**src/hw/acs_pkg.sv**
```systemverilog
// Constants, register map and state type of the converter sequencer.
// Assumes an APB master with 32-bit data; each register takes one aligned word.
// Behaviour
// - Start write converts the selected channel
// - Start bit clears itself after acceptance
// - Finish only after selected conversion time
// - Result, done flag, interrupt in one step
// - Result is eight bits
// - Reading result clears done flag
// - Restart clears done, old result kept
// - STOP aborts without done or interrupt
// - STOP resets both control registers
// - STOP discards stored result
// - No automatic resume after STOP
// - STOP disconnects the ladder
// - Time codes give 78, 156, 312 cycles
// - Busy set on start, cleared on finish/STOP
package acs_pkg;

	// ****************************************
	// Register indices, byte address is four times the index
	// ****************************************
	localparam logic [9:0] ACS_IDX_CTRL_ONE  = 10'h00e;
	localparam logic [9:0] ACS_IDX_CTRL_TWO  = 10'h00f;
	localparam logic [9:0] ACS_IDX_RESULT    = 10'h020;
	localparam logic [9:0] ACS_IDX_STATUS    = 10'h021;
	localparam logic [9:0] ACS_IDX_IRQ_STAT  = 10'h030;
	localparam logic [9:0] ACS_IDX_IRQ_CLEAR = 10'h031;
	localparam logic [9:0] ACS_IDX_IRQ_EN    = 10'h032;

	// ****************************************
	// Field positions and reset values
	// ****************************************
	localparam int         ACS_C1_START     = 7;
	localparam int         ACS_C1_AIN_DIS   = 4;
	localparam int         ACS_C2_LADDER    = 5;
	localparam int         ACS_C2_TIME_LO   = 1;
	localparam int         ACS_ST_DONE      = 5;
	localparam int         ACS_ST_BUSY      = 4;
	localparam logic [6:0] ACS_CTRL_ONE_RST = 7'h10;
	localparam logic [5:0] ACS_CTRL_TWO_RST = 6'h00;
	localparam logic [7:0] ACS_RESULT_RST   = 8'h00;

	// ****************************************
	// Conversion time codes and cycle counts
	// ****************************************
	localparam logic [2:0] ACS_TIME_78   = 3'h2;
	localparam logic [2:0] ACS_TIME_156  = 3'h3;
	localparam logic [2:0] ACS_TIME_312  = 3'h4;
	localparam logic [8:0] ACS_CYC_78    = 9'h04e;
	localparam logic [8:0] ACS_CYC_156   = 9'h09c;
	localparam logic [8:0] ACS_CYC_312   = 9'h138;
	localparam logic [8:0] ACS_STEP_HI   = 9'h00a;
	localparam logic [8:0] ACS_STEP_LO   = 9'h002;
	localparam logic [8:0] ACS_CNT_LAST  = 9'h001;

	typedef enum logic [1:0] {
		ACS_IDLE = 2'h0,
		ACS_CONV = 2'h1
	} acs_state_t;

endpackage

```
**src/hw/acs_conv_timer.sv**
```systemverilog
// Conversion time down counter with successive approximation step window.
// Assumes load is a one-cycle request from the sequencer; abort is the STOP input, held while STOP lasts.
`timescale 1ns/1ps
module acs_conv_timer (
	input  wire logic       mclk_i,
	input  wire logic       rst_b_i,
	input  wire logic       load_i,
	input  wire logic       abort_i,
	input  wire logic [8:0] count_i,
	output logic            step_o,
	output logic            expire_o
);

	typedef struct packed {
		logic [8:0] cnt;
		logic       run;
	} acs_tmr_t;

	acs_tmr_t q;
	acs_tmr_t d;

	always_comb begin
		d = q;
		if (abort_i) begin
			d.run = 1'b0;
		end else if (load_i) begin
			d.cnt = count_i;
			d.run = 1'b1;
		end else if (q.run) begin
			d.cnt = q.cnt - 9'h001;
			if (q.cnt == acs_pkg::ACS_CNT_LAST) begin
				d.run = 1'b0;
			end
		end
	end

	always_ff @(posedge mclk_i or negedge rst_b_i) begin
		if (!rst_b_i) begin
			q <= '0;
		end else begin
			q <= d;
		end
	end

	// Nine trials end one cycle before expiry so the code is settled when captured
	assign step_o   = q.run && !abort_i && (q.cnt >= acs_pkg::ACS_STEP_LO)
	                  && (q.cnt <= acs_pkg::ACS_STEP_HI);
	assign expire_o = q.run && !abort_i && (q.cnt == acs_pkg::ACS_CNT_LAST);

endmodule

```
**src/hw/acs_sar.sv**
```systemverilog
// Successive approximation register: one trial per step pulse, nine steps.
// Assumes the comparator answers for the driven code within one cycle.
`timescale 1ns/1ps
module acs_sar (
	input  wire logic       mclk_i,
	input  wire logic       rst_b_i,
	input  wire logic       load_i,
	input  wire logic       step_i,
	input  wire logic       comp_hi_i,
	output logic [7:0]      code_o
);

	typedef struct packed {
		logic [7:0] code;
		logic [7:0] mask;
	} acs_sar_t;

	acs_sar_t q;
	acs_sar_t d;

	always_comb begin
		d = q;
		if (load_i) begin
			d.code = 8'h00;
			d.mask = 8'h00;
		end else if (step_i) begin
			if (q.mask == 8'h00) begin
				d.code = 8'h80;
				d.mask = 8'h80;
			end else begin
				// Drop the trial bit when the input lies below the trial level
				if (!comp_hi_i) begin
					d.code = q.code & ~q.mask;
				end
				d.mask = q.mask >> 1;
				d.code = d.code | d.mask;
			end
		end
	end

	always_ff @(posedge mclk_i or negedge rst_b_i) begin
		if (!rst_b_i) begin
			q <= '0;
		end else begin
			q <= d;
		end
	end

	assign code_o = q.code;

endmodule

```
**src/hw/acs_adc_seq.sv**
```systemverilog
// Converter sequencer top: APB register file, start and STOP handling, interrupts.
// Assumes mclk_i is the high-frequency clock and stop_mode_i is synchronous.
`timescale 1ns/1ps
module acs_adc_seq (
	input  wire logic        mclk_i,
	input  wire logic        rst_b_i,
	input  wire logic        psel_i,
	input  wire logic        penable_i,
	input  wire logic        pwrite_i,
	input  wire logic [11:0] paddr_i,
	input  wire logic [31:0] pwdata_i,
	output logic             pready_o,
	output logic [31:0]      prdata_o,
	output logic             pslverr_o,
	input  wire logic        stop_mode_i,
	input  wire logic        comp_hi_i,
	output logic [7:0]       dac_code_o,
	output logic [3:0]       channel_select_o,
	output logic             analog_input_disable_o,
	output logic             ladder_connect_o,
	output logic             busy_o,
	output logic             conv_done_irq_o,
	output logic             irq_o
);

	typedef struct packed {
		acs_pkg::acs_state_t state;
		logic                start;
		logic [6:0]          ctrl_one;
		logic [5:0]          ctrl_two;
		logic [7:0]          result;
		logic                done;
		logic                done_pulse;
		logic                ladder;
		logic                irq_stat;
		logic                irq_en;
		logic [31:0]         rdata;
		logic                err;
	} acs_top_t;

	acs_top_t   q;
	acs_top_t   d;
	logic       setup;
	logic       wr_acc;
	logic       rd_acc;
	logic       hit;
	logic [9:0] idx;
	logic       accept;
	logic       step;
	logic       expire;
	logic [8:0] conv_cycles;
	logic [7:0] sar_code;

	// ****************************************
	// APB decode
	// ****************************************
	assign idx    = paddr_i[11:2];
	assign setup  = psel_i && !penable_i;
	assign wr_acc = psel_i && penable_i && pwrite_i;
	assign rd_acc = psel_i && penable_i && !pwrite_i;

	always_comb begin
		hit = 1'b1;
		if (idx == acs_pkg::ACS_IDX_CTRL_ONE) begin
			hit = 1'b1;
		end else if (idx == acs_pkg::ACS_IDX_CTRL_TWO) begin
			hit = 1'b1;
		end else if (idx == acs_pkg::ACS_IDX_RESULT) begin
			hit = 1'b1;
		end else if (idx == acs_pkg::ACS_IDX_STATUS) begin
			hit = 1'b1;
		end else if (idx == acs_pkg::ACS_IDX_IRQ_STAT) begin
			hit = 1'b1;
		end else if (idx == acs_pkg::ACS_IDX_IRQ_CLEAR) begin
			hit = 1'b1;
		end else if (idx == acs_pkg::ACS_IDX_IRQ_EN) begin
			hit = 1'b1;
		end else begin
			hit = 1'b0;
		end
	end

	// ****************************************
	// Conversion time select
	// ****************************************
	// Reserved codes fall back to the longest time rather than refusing the start
	always_comb begin
		case (q.ctrl_two[acs_pkg::ACS_C2_TIME_LO +: 3])
			acs_pkg::ACS_TIME_78:  conv_cycles = acs_pkg::ACS_CYC_78;
			acs_pkg::ACS_TIME_156: conv_cycles = acs_pkg::ACS_CYC_156;
			acs_pkg::ACS_TIME_312: conv_cycles = acs_pkg::ACS_CYC_312;
			default:               conv_cycles = acs_pkg::ACS_CYC_312;
		endcase
	end

	// A pending start is taken only when idle; a start while converting is dropped
	assign accept = q.start && (q.state == acs_pkg::ACS_IDLE) && !stop_mode_i;

	// ****************************************
	// Next state
	// ****************************************
	always_comb begin
		d            = q;
		d.done_pulse = 1'b0;
		d.err        = 1'b0;

		// Read data is captured in the setup cycle so the access phase sees a flop
		if (setup && !pwrite_i) begin
			d.rdata = 32'h0000_0000;
			d.err   = !hit;
			if (idx == acs_pkg::ACS_IDX_CTRL_ONE) begin
				d.rdata[6:0] = q.ctrl_one;
			end else if (idx == acs_pkg::ACS_IDX_CTRL_TWO) begin
				d.rdata[5:0] = q.ctrl_two;
			end else if (idx == acs_pkg::ACS_IDX_RESULT) begin
				d.rdata[7:0] = q.result;
			end else if (idx == acs_pkg::ACS_IDX_STATUS) begin
				d.rdata[acs_pkg::ACS_ST_DONE] = q.done;
				d.rdata[acs_pkg::ACS_ST_BUSY] = (q.state == acs_pkg::ACS_CONV);
			end else if (idx == acs_pkg::ACS_IDX_IRQ_STAT) begin
				d.rdata[0] = q.irq_stat;
			end else if (idx == acs_pkg::ACS_IDX_IRQ_EN) begin
				d.rdata[0] = q.irq_en;
			end
		end else if (setup) begin
			d.err = !hit;
		end

		// Register writes
		if (wr_acc) begin
			if (idx == acs_pkg::ACS_IDX_CTRL_ONE) begin
				d.ctrl_one = pwdata_i[6:0];
				d.start    = pwdata_i[acs_pkg::ACS_C1_START];
			end else if (idx == acs_pkg::ACS_IDX_CTRL_TWO) begin
				d.ctrl_two = pwdata_i[5:0];
			end else if (idx == acs_pkg::ACS_IDX_IRQ_CLEAR) begin
				if (pwdata_i[0]) begin
					d.irq_stat = 1'b0;
				end
			end else if (idx == acs_pkg::ACS_IDX_IRQ_EN) begin
				d.irq_en = pwdata_i[0];
			end
		end

		// Result read clears the done flag; a completion in the same cycle wins below
		if (rd_acc && (idx == acs_pkg::ACS_IDX_RESULT)) begin
			d.done = 1'b0;
		end

		// Start bit never survives past the cycle after it was written
		if (q.start) begin
			d.start = 1'b0;
		end

		case (q.state)
			acs_pkg::ACS_IDLE: begin
				if (accept) begin
					d.state = acs_pkg::ACS_CONV;
					d.done  = 1'b0;
				end
			end
			acs_pkg::ACS_CONV: begin
				if (expire) begin
					d.state      = acs_pkg::ACS_IDLE;
					d.result     = sar_code;
					d.done       = 1'b1;
					d.done_pulse = 1'b1;
					d.irq_stat   = 1'b1;
				end
			end
			default: begin
				d.state = acs_pkg::ACS_IDLE;
			end
		endcase

		// STOP overrides the state, start, done, control and result updates above and blocks writes other than to the interrupt enable while it lasts
		if (stop_mode_i) begin
			d.state      = acs_pkg::ACS_IDLE;
			d.start      = 1'b0;
			d.done       = 1'b0;
			d.done_pulse = 1'b0;
			d.irq_stat   = q.irq_stat;
			d.ctrl_one   = acs_pkg::ACS_CTRL_ONE_RST;
			d.ctrl_two   = acs_pkg::ACS_CTRL_TWO_RST;
			d.result     = acs_pkg::ACS_RESULT_RST;
		end

		// Ladder follows the always-on option, else only while converting
		d.ladder = !stop_mode_i && (d.ctrl_two[acs_pkg::ACS_C2_LADDER]
		           || (d.state == acs_pkg::ACS_CONV));
	end

	always_ff @(posedge mclk_i or negedge rst_b_i) begin
		if (!rst_b_i) begin
			q          <= '0;
			q.state    <= acs_pkg::ACS_IDLE;
			q.ctrl_one <= acs_pkg::ACS_CTRL_ONE_RST;
			q.ctrl_two <= acs_pkg::ACS_CTRL_TWO_RST;
			q.result   <= acs_pkg::ACS_RESULT_RST;
		end else begin
			q <= d;
		end
	end

	// ****************************************
	// Timing and approximation
	// ****************************************
	acs_conv_timer u_timer (
		.mclk_i   (mclk_i),
		.rst_b_i  (rst_b_i),
		.load_i   (accept),
		.abort_i  (stop_mode_i),
		.count_i  (conv_cycles),
		.step_o   (step),
		.expire_o (expire)
	);

	acs_sar u_sar (
		.mclk_i    (mclk_i),
		.rst_b_i   (rst_b_i),
		.load_i    (accept),
		.step_i    (step),
		.comp_hi_i (comp_hi_i),
		.code_o    (sar_code)
	);

	// ****************************************
	// Outputs
	// ****************************************
	assign pready_o               = 1'b1;
	assign prdata_o               = q.rdata;
	assign pslverr_o              = psel_i && penable_i && q.err;
	assign dac_code_o             = sar_code;
	assign channel_select_o       = q.ctrl_one[3:0];
	assign analog_input_disable_o = q.ctrl_one[acs_pkg::ACS_C1_AIN_DIS];
	assign ladder_connect_o       = q.ladder;
	assign busy_o                 = (q.state == acs_pkg::ACS_CONV);
	assign conv_done_irq_o        = q.done_pulse;
	assign irq_o                  = q.irq_stat && q.irq_en;

endmodule

```
**config.mk**
```make
export PLATFORM = sky130hd
export DESIGN_NAME = acs_adc_seq
export DESIGN_NICKNAME = d
export VERILOG_FILES = /design/src/hw/acs_pkg.sv /design/src/hw/acs_conv_timer.sv /design/src/hw/acs_sar.sv /design/src/hw/acs_adc_seq.sv
export SDC_FILE = /design/constraint.sdc
export NUM_CORES = 1
export LEC_CHECK = 0
export ABC_AREA = 1
export BUFFER_PORTS_ARGS = -buffer_cell sky130_fd_sc_hd__buf_2
export CAP_MARGIN = 20
export CORE_MARGIN = 1
export CORE_UTILIZATION = 30
export DETAILED_ROUTE_END_ITERATION = 8
export PLACE_DENSITY = 0.56
export SLEW_MARGIN = 0
export SYNTH_ARGS = -nofsm -noshare
export SYNTH_HDL_FRONTEND = slang
export SYNTH_SLANG_ARGS = --single-unit
```
**constraint.sdc**
```tcl
create_clock -name mclk_i -period 1.7 [get_ports mclk_i]
set_clock_uncertainty 0.1 [all_clocks]
set_input_delay 0.085 -clock mclk_i [delete_from_list [all_inputs] [get_ports mclk_i]]
set_output_delay 0.085 -clock mclk_i [all_outputs]
set_load 0.005 [all_outputs]
```
# Yosys cells after proc, flatten, opt, wreduce, memory -nomap -nowiden
# Cells that the tools add are included.
dict set report totals {
  regBits 64
  output_inout_bits 51
}
dict set report op_classes {
  n_addsub 1
  n_lt_le_gt_ge 2
  eq_ne 13
  n_mux 57
  bitwise 7
  reduce_logical 37
}
# op count
set op_table {}
lappend op_table {{$eq A10 B6 Y1 const B} 5}
lappend op_table {{$mux W16} 3}
lappend op_table {{$mux W8} 6}
lappend op_table {{$mux W10} 3}
lappend op_table {{$mux W1} 26}
lappend op_table {{$mux W26} 1}
lappend op_table {{$eq A10 B4 Y1 const B} 2}
lappend op_table {{$mux W2} 9}
lappend op_table {{$mux W6} 3}
lappend op_table {{$pmux W9 S2} 1}
lappend op_table {{$logic_and A1 B1 Y1} 15}
lappend op_table {{$mux W14} 1}
lappend op_table {{$reduce_bool A2 Y1} 7}
lappend op_table {{$eq A9 B1 Y1 const B} 1}
lappend op_table {{$ge A9 B2 Y1 const B} 1}
lappend op_table {{$le A9 B4 Y1 const B} 1}
lappend op_table {{$sub A9 B1 Y9 const B} 1}
lappend op_table {{$and A8 B8 Y8} 1}
lappend op_table {{$logic_not A8 Y1} 1}
lappend op_table {{$not A8 Y8} 1}
lappend op_table {{$or A8 B7 Y8} 1}
lappend op_table {{$reduce_and A2 Y1} 4}
lappend op_table {{$mux W7} 1}
lappend op_table {{$eq A3 B2 Y1 const B} 2}
lappend op_table {{other kinds (12)} 20}

# Depth between registers and ports, before layout
dict set report depth {
  word_depth 11
  depth_mapped 10
  depth_no_buf 9
}

# Hierarchy
# A second synthesis with hierarchy kept.
dict set report hier_totals {
  hier_cells 501
  area_unflattened_um2 3941.3
}
# module n_inst cells_per_inst area_per_inst_um2
set by_module_without_submodules {}
lappend by_module_without_submodules {acs_adc_seq 1 304 2349.8}
lappend by_module_without_submodules {acs_sar 1 93 824.5}
lappend by_module_without_submodules {acs_conv_timer 1 104 767.0}

# Least setup slack after synthesis
# OpenSTA, ideal clock, no wires.
dict set report synth_timing {
  path_type {reg2reg}
  startpoint {register u_timer.q[6] (netlist bit)}
  endpoint {register u_sar.q[0] (netlist bit)}
  setup_ps 119
  arrival_ps 1341
  slack_ps 141
  path_stages_with_launch 8
  path_buffers 1
  synth_period_minus_slack_ps 1559
  cell_sequence {dfrtp_1 -> nor2_2 -> nand3_1 -> nor3_4 -> nand2_4 -> buf_6 -> nand3_1 -> o21ai_2}
}
dict set report synth_between {
  elab_chain_cells 4
}
# item line_no
set synth_lines {}
lappend synth_lines {{start, declared} acs_conv_timer.sv:19} ;# acs_tmr_t q;
lappend synth_lines {{start signal, assigned} acs_conv_timer.sv:39} ;# q <= '0;
lappend synth_lines {{start signal, assigned} acs_conv_timer.sv:41} ;# q <= d;
lappend synth_lines {{$ge A9 B2 Y1} acs_conv_timer.sv:46} ;# assign step_o = q.run && !abort_i && (q.cnt >= acs_pkg::ACS_STEP_LO)
lappend synth_lines {{$logic_and A1 B1 Y1} acs_conv_timer.sv:46}
lappend synth_lines {{$logic_and A1 B1 Y1 (*)} acs_conv_timer.sv:47} ;# && (q.cnt <= acs_pkg::ACS_STEP_HI);
lappend synth_lines {{$reduce_bool A2 Y1 (no line) (*)} -}
lappend synth_lines {{end signal, assigned} acs_sar.sv:43} ;# q <= '0;
lappend synth_lines {{end signal, assigned} acs_sar.sv:45} ;# q <= d;
lappend synth_lines {{end, declared} acs_sar.sv:18} ;# acs_sar_t q;
# Every way passes the cells marked *; elsewhere a longest branch is shown, timed or not.
# A chain may end at the register's enable or synchronous reset.

# Final worst setup path
dict set report layout_timing {
  startpoint {register u_timer.q[4] (netlist bit)}
  endpoint {register u_sar.q (netlist bit u_sar.code_o[5])}
}
# Same word-level chain as after synthesis.

==> metrics.cfg <==
[outcome]
status = completed

[pwr]
pwr-share-clk_pct = 47.1
swShare_pct = 25.4
p_int_mw = 2.93
pwr-share-seq_pct = 41.6
combPwrFrac_pct = 11.2
p_switching_mw = 0.998
p_per_area_nw_per_um2 = 844
p_leak_nw = 2.52
vdd_drop_max_uv = 356

[floorplan]
rows = 41
io_pins = 102
core-area_sq_um = 12600
dieHeight_microns = 115
initial_core_util_pct = 30.7
die_area_sq_um = 13300
die_w_microns = 115

[synth]
synth_cell_types = 34
synth_cells = 529
synth_warnings = 0
synth_ff_type = dfrtp_1
synthArstFlopShare_pct = 100
syn_area_sq_um = 3860
synth.avg_cell_area_sq_um = 7.29
synth_edf_count = 0
synth-seq-area-share_pct = 41.6
synth-seq-cells = 64

[clock_tree]
cts_max_level = 3
cts_made_buffers = 9
clk_path_buf_depth = 2
cts.sinks = 64
clkLatencyLatePin_ns = 0.33
clkTransAtPathRegs_ns = 0.05
cts_root_buffer = clkbuf_16
cts_tree = yes

[timing]
setup_viol = 0
hold_slack_ns = 0.0390
max_freq_ghz = 0.631
period_needed_ns = 1.58
fin_setup_tns_ns = 0
drv_slew = 0
hold_viol = 0
fin_crit_sh_pct = 93.2
rsz0062_at_grt = false

[global_routing]
grt_pass1_wl_microns = 15700
grt_max_degree = 35
grt_pass1_vias = 3295
grtUsageTotal_pct = 15.3
grt.overflow.total = 0
antenna_found_initial = 0

[min_path]
hold_path_depth = 3
worstHoldPathType = input port to flip-flop
min_from = paddr_i[3]
whs_endpoint = q[0]

[drt]
wl_per_cell_microns = 12.2
drc = 0
vias = 3465
ant_nets = 0
drt_pre_antenna_iters = 5
viasPerCell = 4.49
routed_wl_microns = 9410
drt_iter0_drc = 131

[place]
dpl.cell_count = 739
placed_area_sq_um = 4180
port-buffer-count = 50
hpwl_microns = 6950
gp_congestion = 0.889

[cells_and_area]
final_common_cell = nand2_1
nets = 648
final_cells = 771
fillers = 1341
drive_above_1_share_pct = 19.5
final_cell_mix = nand2_1, dfrtp_1, nand3_1
post-route-cell-area_sq_um = 4660
areaGrowthSynthToFinish_pct = 20.8
n_antenna_cell = 0

[worst_setup_path]
worst_r2r_startpoint = u_timer.q[4]
end_kind = flip-flop
crit_type = flip-flop to flip-flop
reg2reg_slack_ns = 0.12
critPathArrivalTime_ns = 1.71
reg2regPathDepth = 9
start_kind = flip-flop
worstReg2RegEnd = u_sar.code_o[5]
critPathMaxFanout = 7
worstPathRequired_ns = 1.83

[run]
maxCapViolations = 0

==> metrics by stage <==
stage / util, % / worst slack, ns / power, mW
3_3_place_gp: 33.3 / 0.0757 / 2.06
5_1_grt: 37.1 / 0.00505 / 4.10
3_5_place_dp: 33.3 / 0.0647 / 2.07
2_1_floorplan: - / 0.141 / 1.96
4_1_cts: 36.6 / 0.0601 / 3.95
6_report: 37.1 / 0.116 / 3.93
==> worst max-delay path, stage by stage, from the launching register on <==
cell and delay, ns:
dfrtp_1 0.41, inv_1 0.13, nand2_1 0.08, nor2_2 0.21, nor3_4 0.08, buf_4 0.14, nand2_4 0.09, nand2_2 0.10
nand2_1 0.09, nand2_1 0.05
==> power by group through the flow <==
stage          sequential [mW]  combinational (mW)  clock [mW]
5_1_grt                   1.64               0.509        1.95
3_3_place_gp              1.66               0.405           0
3_5_place_dp              1.66               0.411           0
6_report                  1.64               0.441        1.85
4_1_cts                   1.63               0.433        1.88
2_1_floorplan             1.65               0.310           0
==> repair_timing <==
| item | 4_1_cts | 5_1_grt |
|---|---|---|
| gates resized for setup | 0 | 8 |
| setup buffers | 0 | 2 |
| setup endpoints to repair | 0 | 18 |
| hold buffers | 12 | 0 |
| hold endpoints to repair | 78 | 0 |
==> registers in the layout, indices dropped and copies added (netlist names) <==
name and cells:
q 23, u_timer.q 10, prdata_o 8, u_sar.code_o 8
u_sar.q 8, channel_select_o 4, analog_input_disable_o 1, conv_done_irq_o 1
ladder_connect_o 1
==> metal layers <==
layer  vias up  share of wire [%]  global-route usage, %
met5         -                  0                      0
met4         0                2.7                   8.31
met3        16                4.4                   2.64
met2        98                 48                   25.1
met1      1594                 45                   19.0
li1       1757                  -                      -
==> Yosys cell counts, drive strengths merged, types with 6 or more instances <==
cell type  instances  area [sq um]
clkbuf             6          22.5
o21ai             24           128
nand4             12          75.1
inv               59           221
a21oi             19          95.1
nand3             62           315
nand3b             8          60.1
or2                8          50.1
nor3              10          61.3
dfrtp             63          1580
nand2            142           543
nor2              53           219
buf               50           368
==> kinds of logic (layout without fill, tap and decap cells) <==
group                      Yosys count  count (layout)  synth area share (%)
DFF                                 64              64                  41.6
other                                2              26                 0.195
AOI/OAI and AO/OA                   48              48                  6.75
and+or+nand+nor                    297             299                  34.7
buffers and inverters              115             159                  15.9
adders and majority gates            3               3                 0.973
==> worst max-delay path by stage <==
stage,slack (ns),start,end
floorplan,0.14,u_timer.q[6],u_sar.q[0]
global placement,0.08,u_timer.q[2],q[34]
detailed placement,0.06,u_timer.q[1],u_sar.code_o[5]
CTS,0.06,u_timer.q[1],u_sar.code_o[5]
global route,0.005,u_timer.q[2],u_timer.q[5]
finish,0.12,u_timer.q[4],u_sar.code_o[5]
==> area by class of cell <==
cell class / count / area, sq um / share of cell area (%)
Sequential cell: 64 / 1600 / 34.4
Timing Repair Buffer: 84 / 548 / 11.8
Multi-Input combinational cell: 376 / 1770 / 38.0
Inverter: 59 / 221 / 4.75
Clock inverter: 5 / 56.3 / 1.21
Clock buffer: 11 / 243 / 5.21
Tap cell: 172 / 215 / 4.62
No activity file was read; power rests on OpenSTA's default activity.
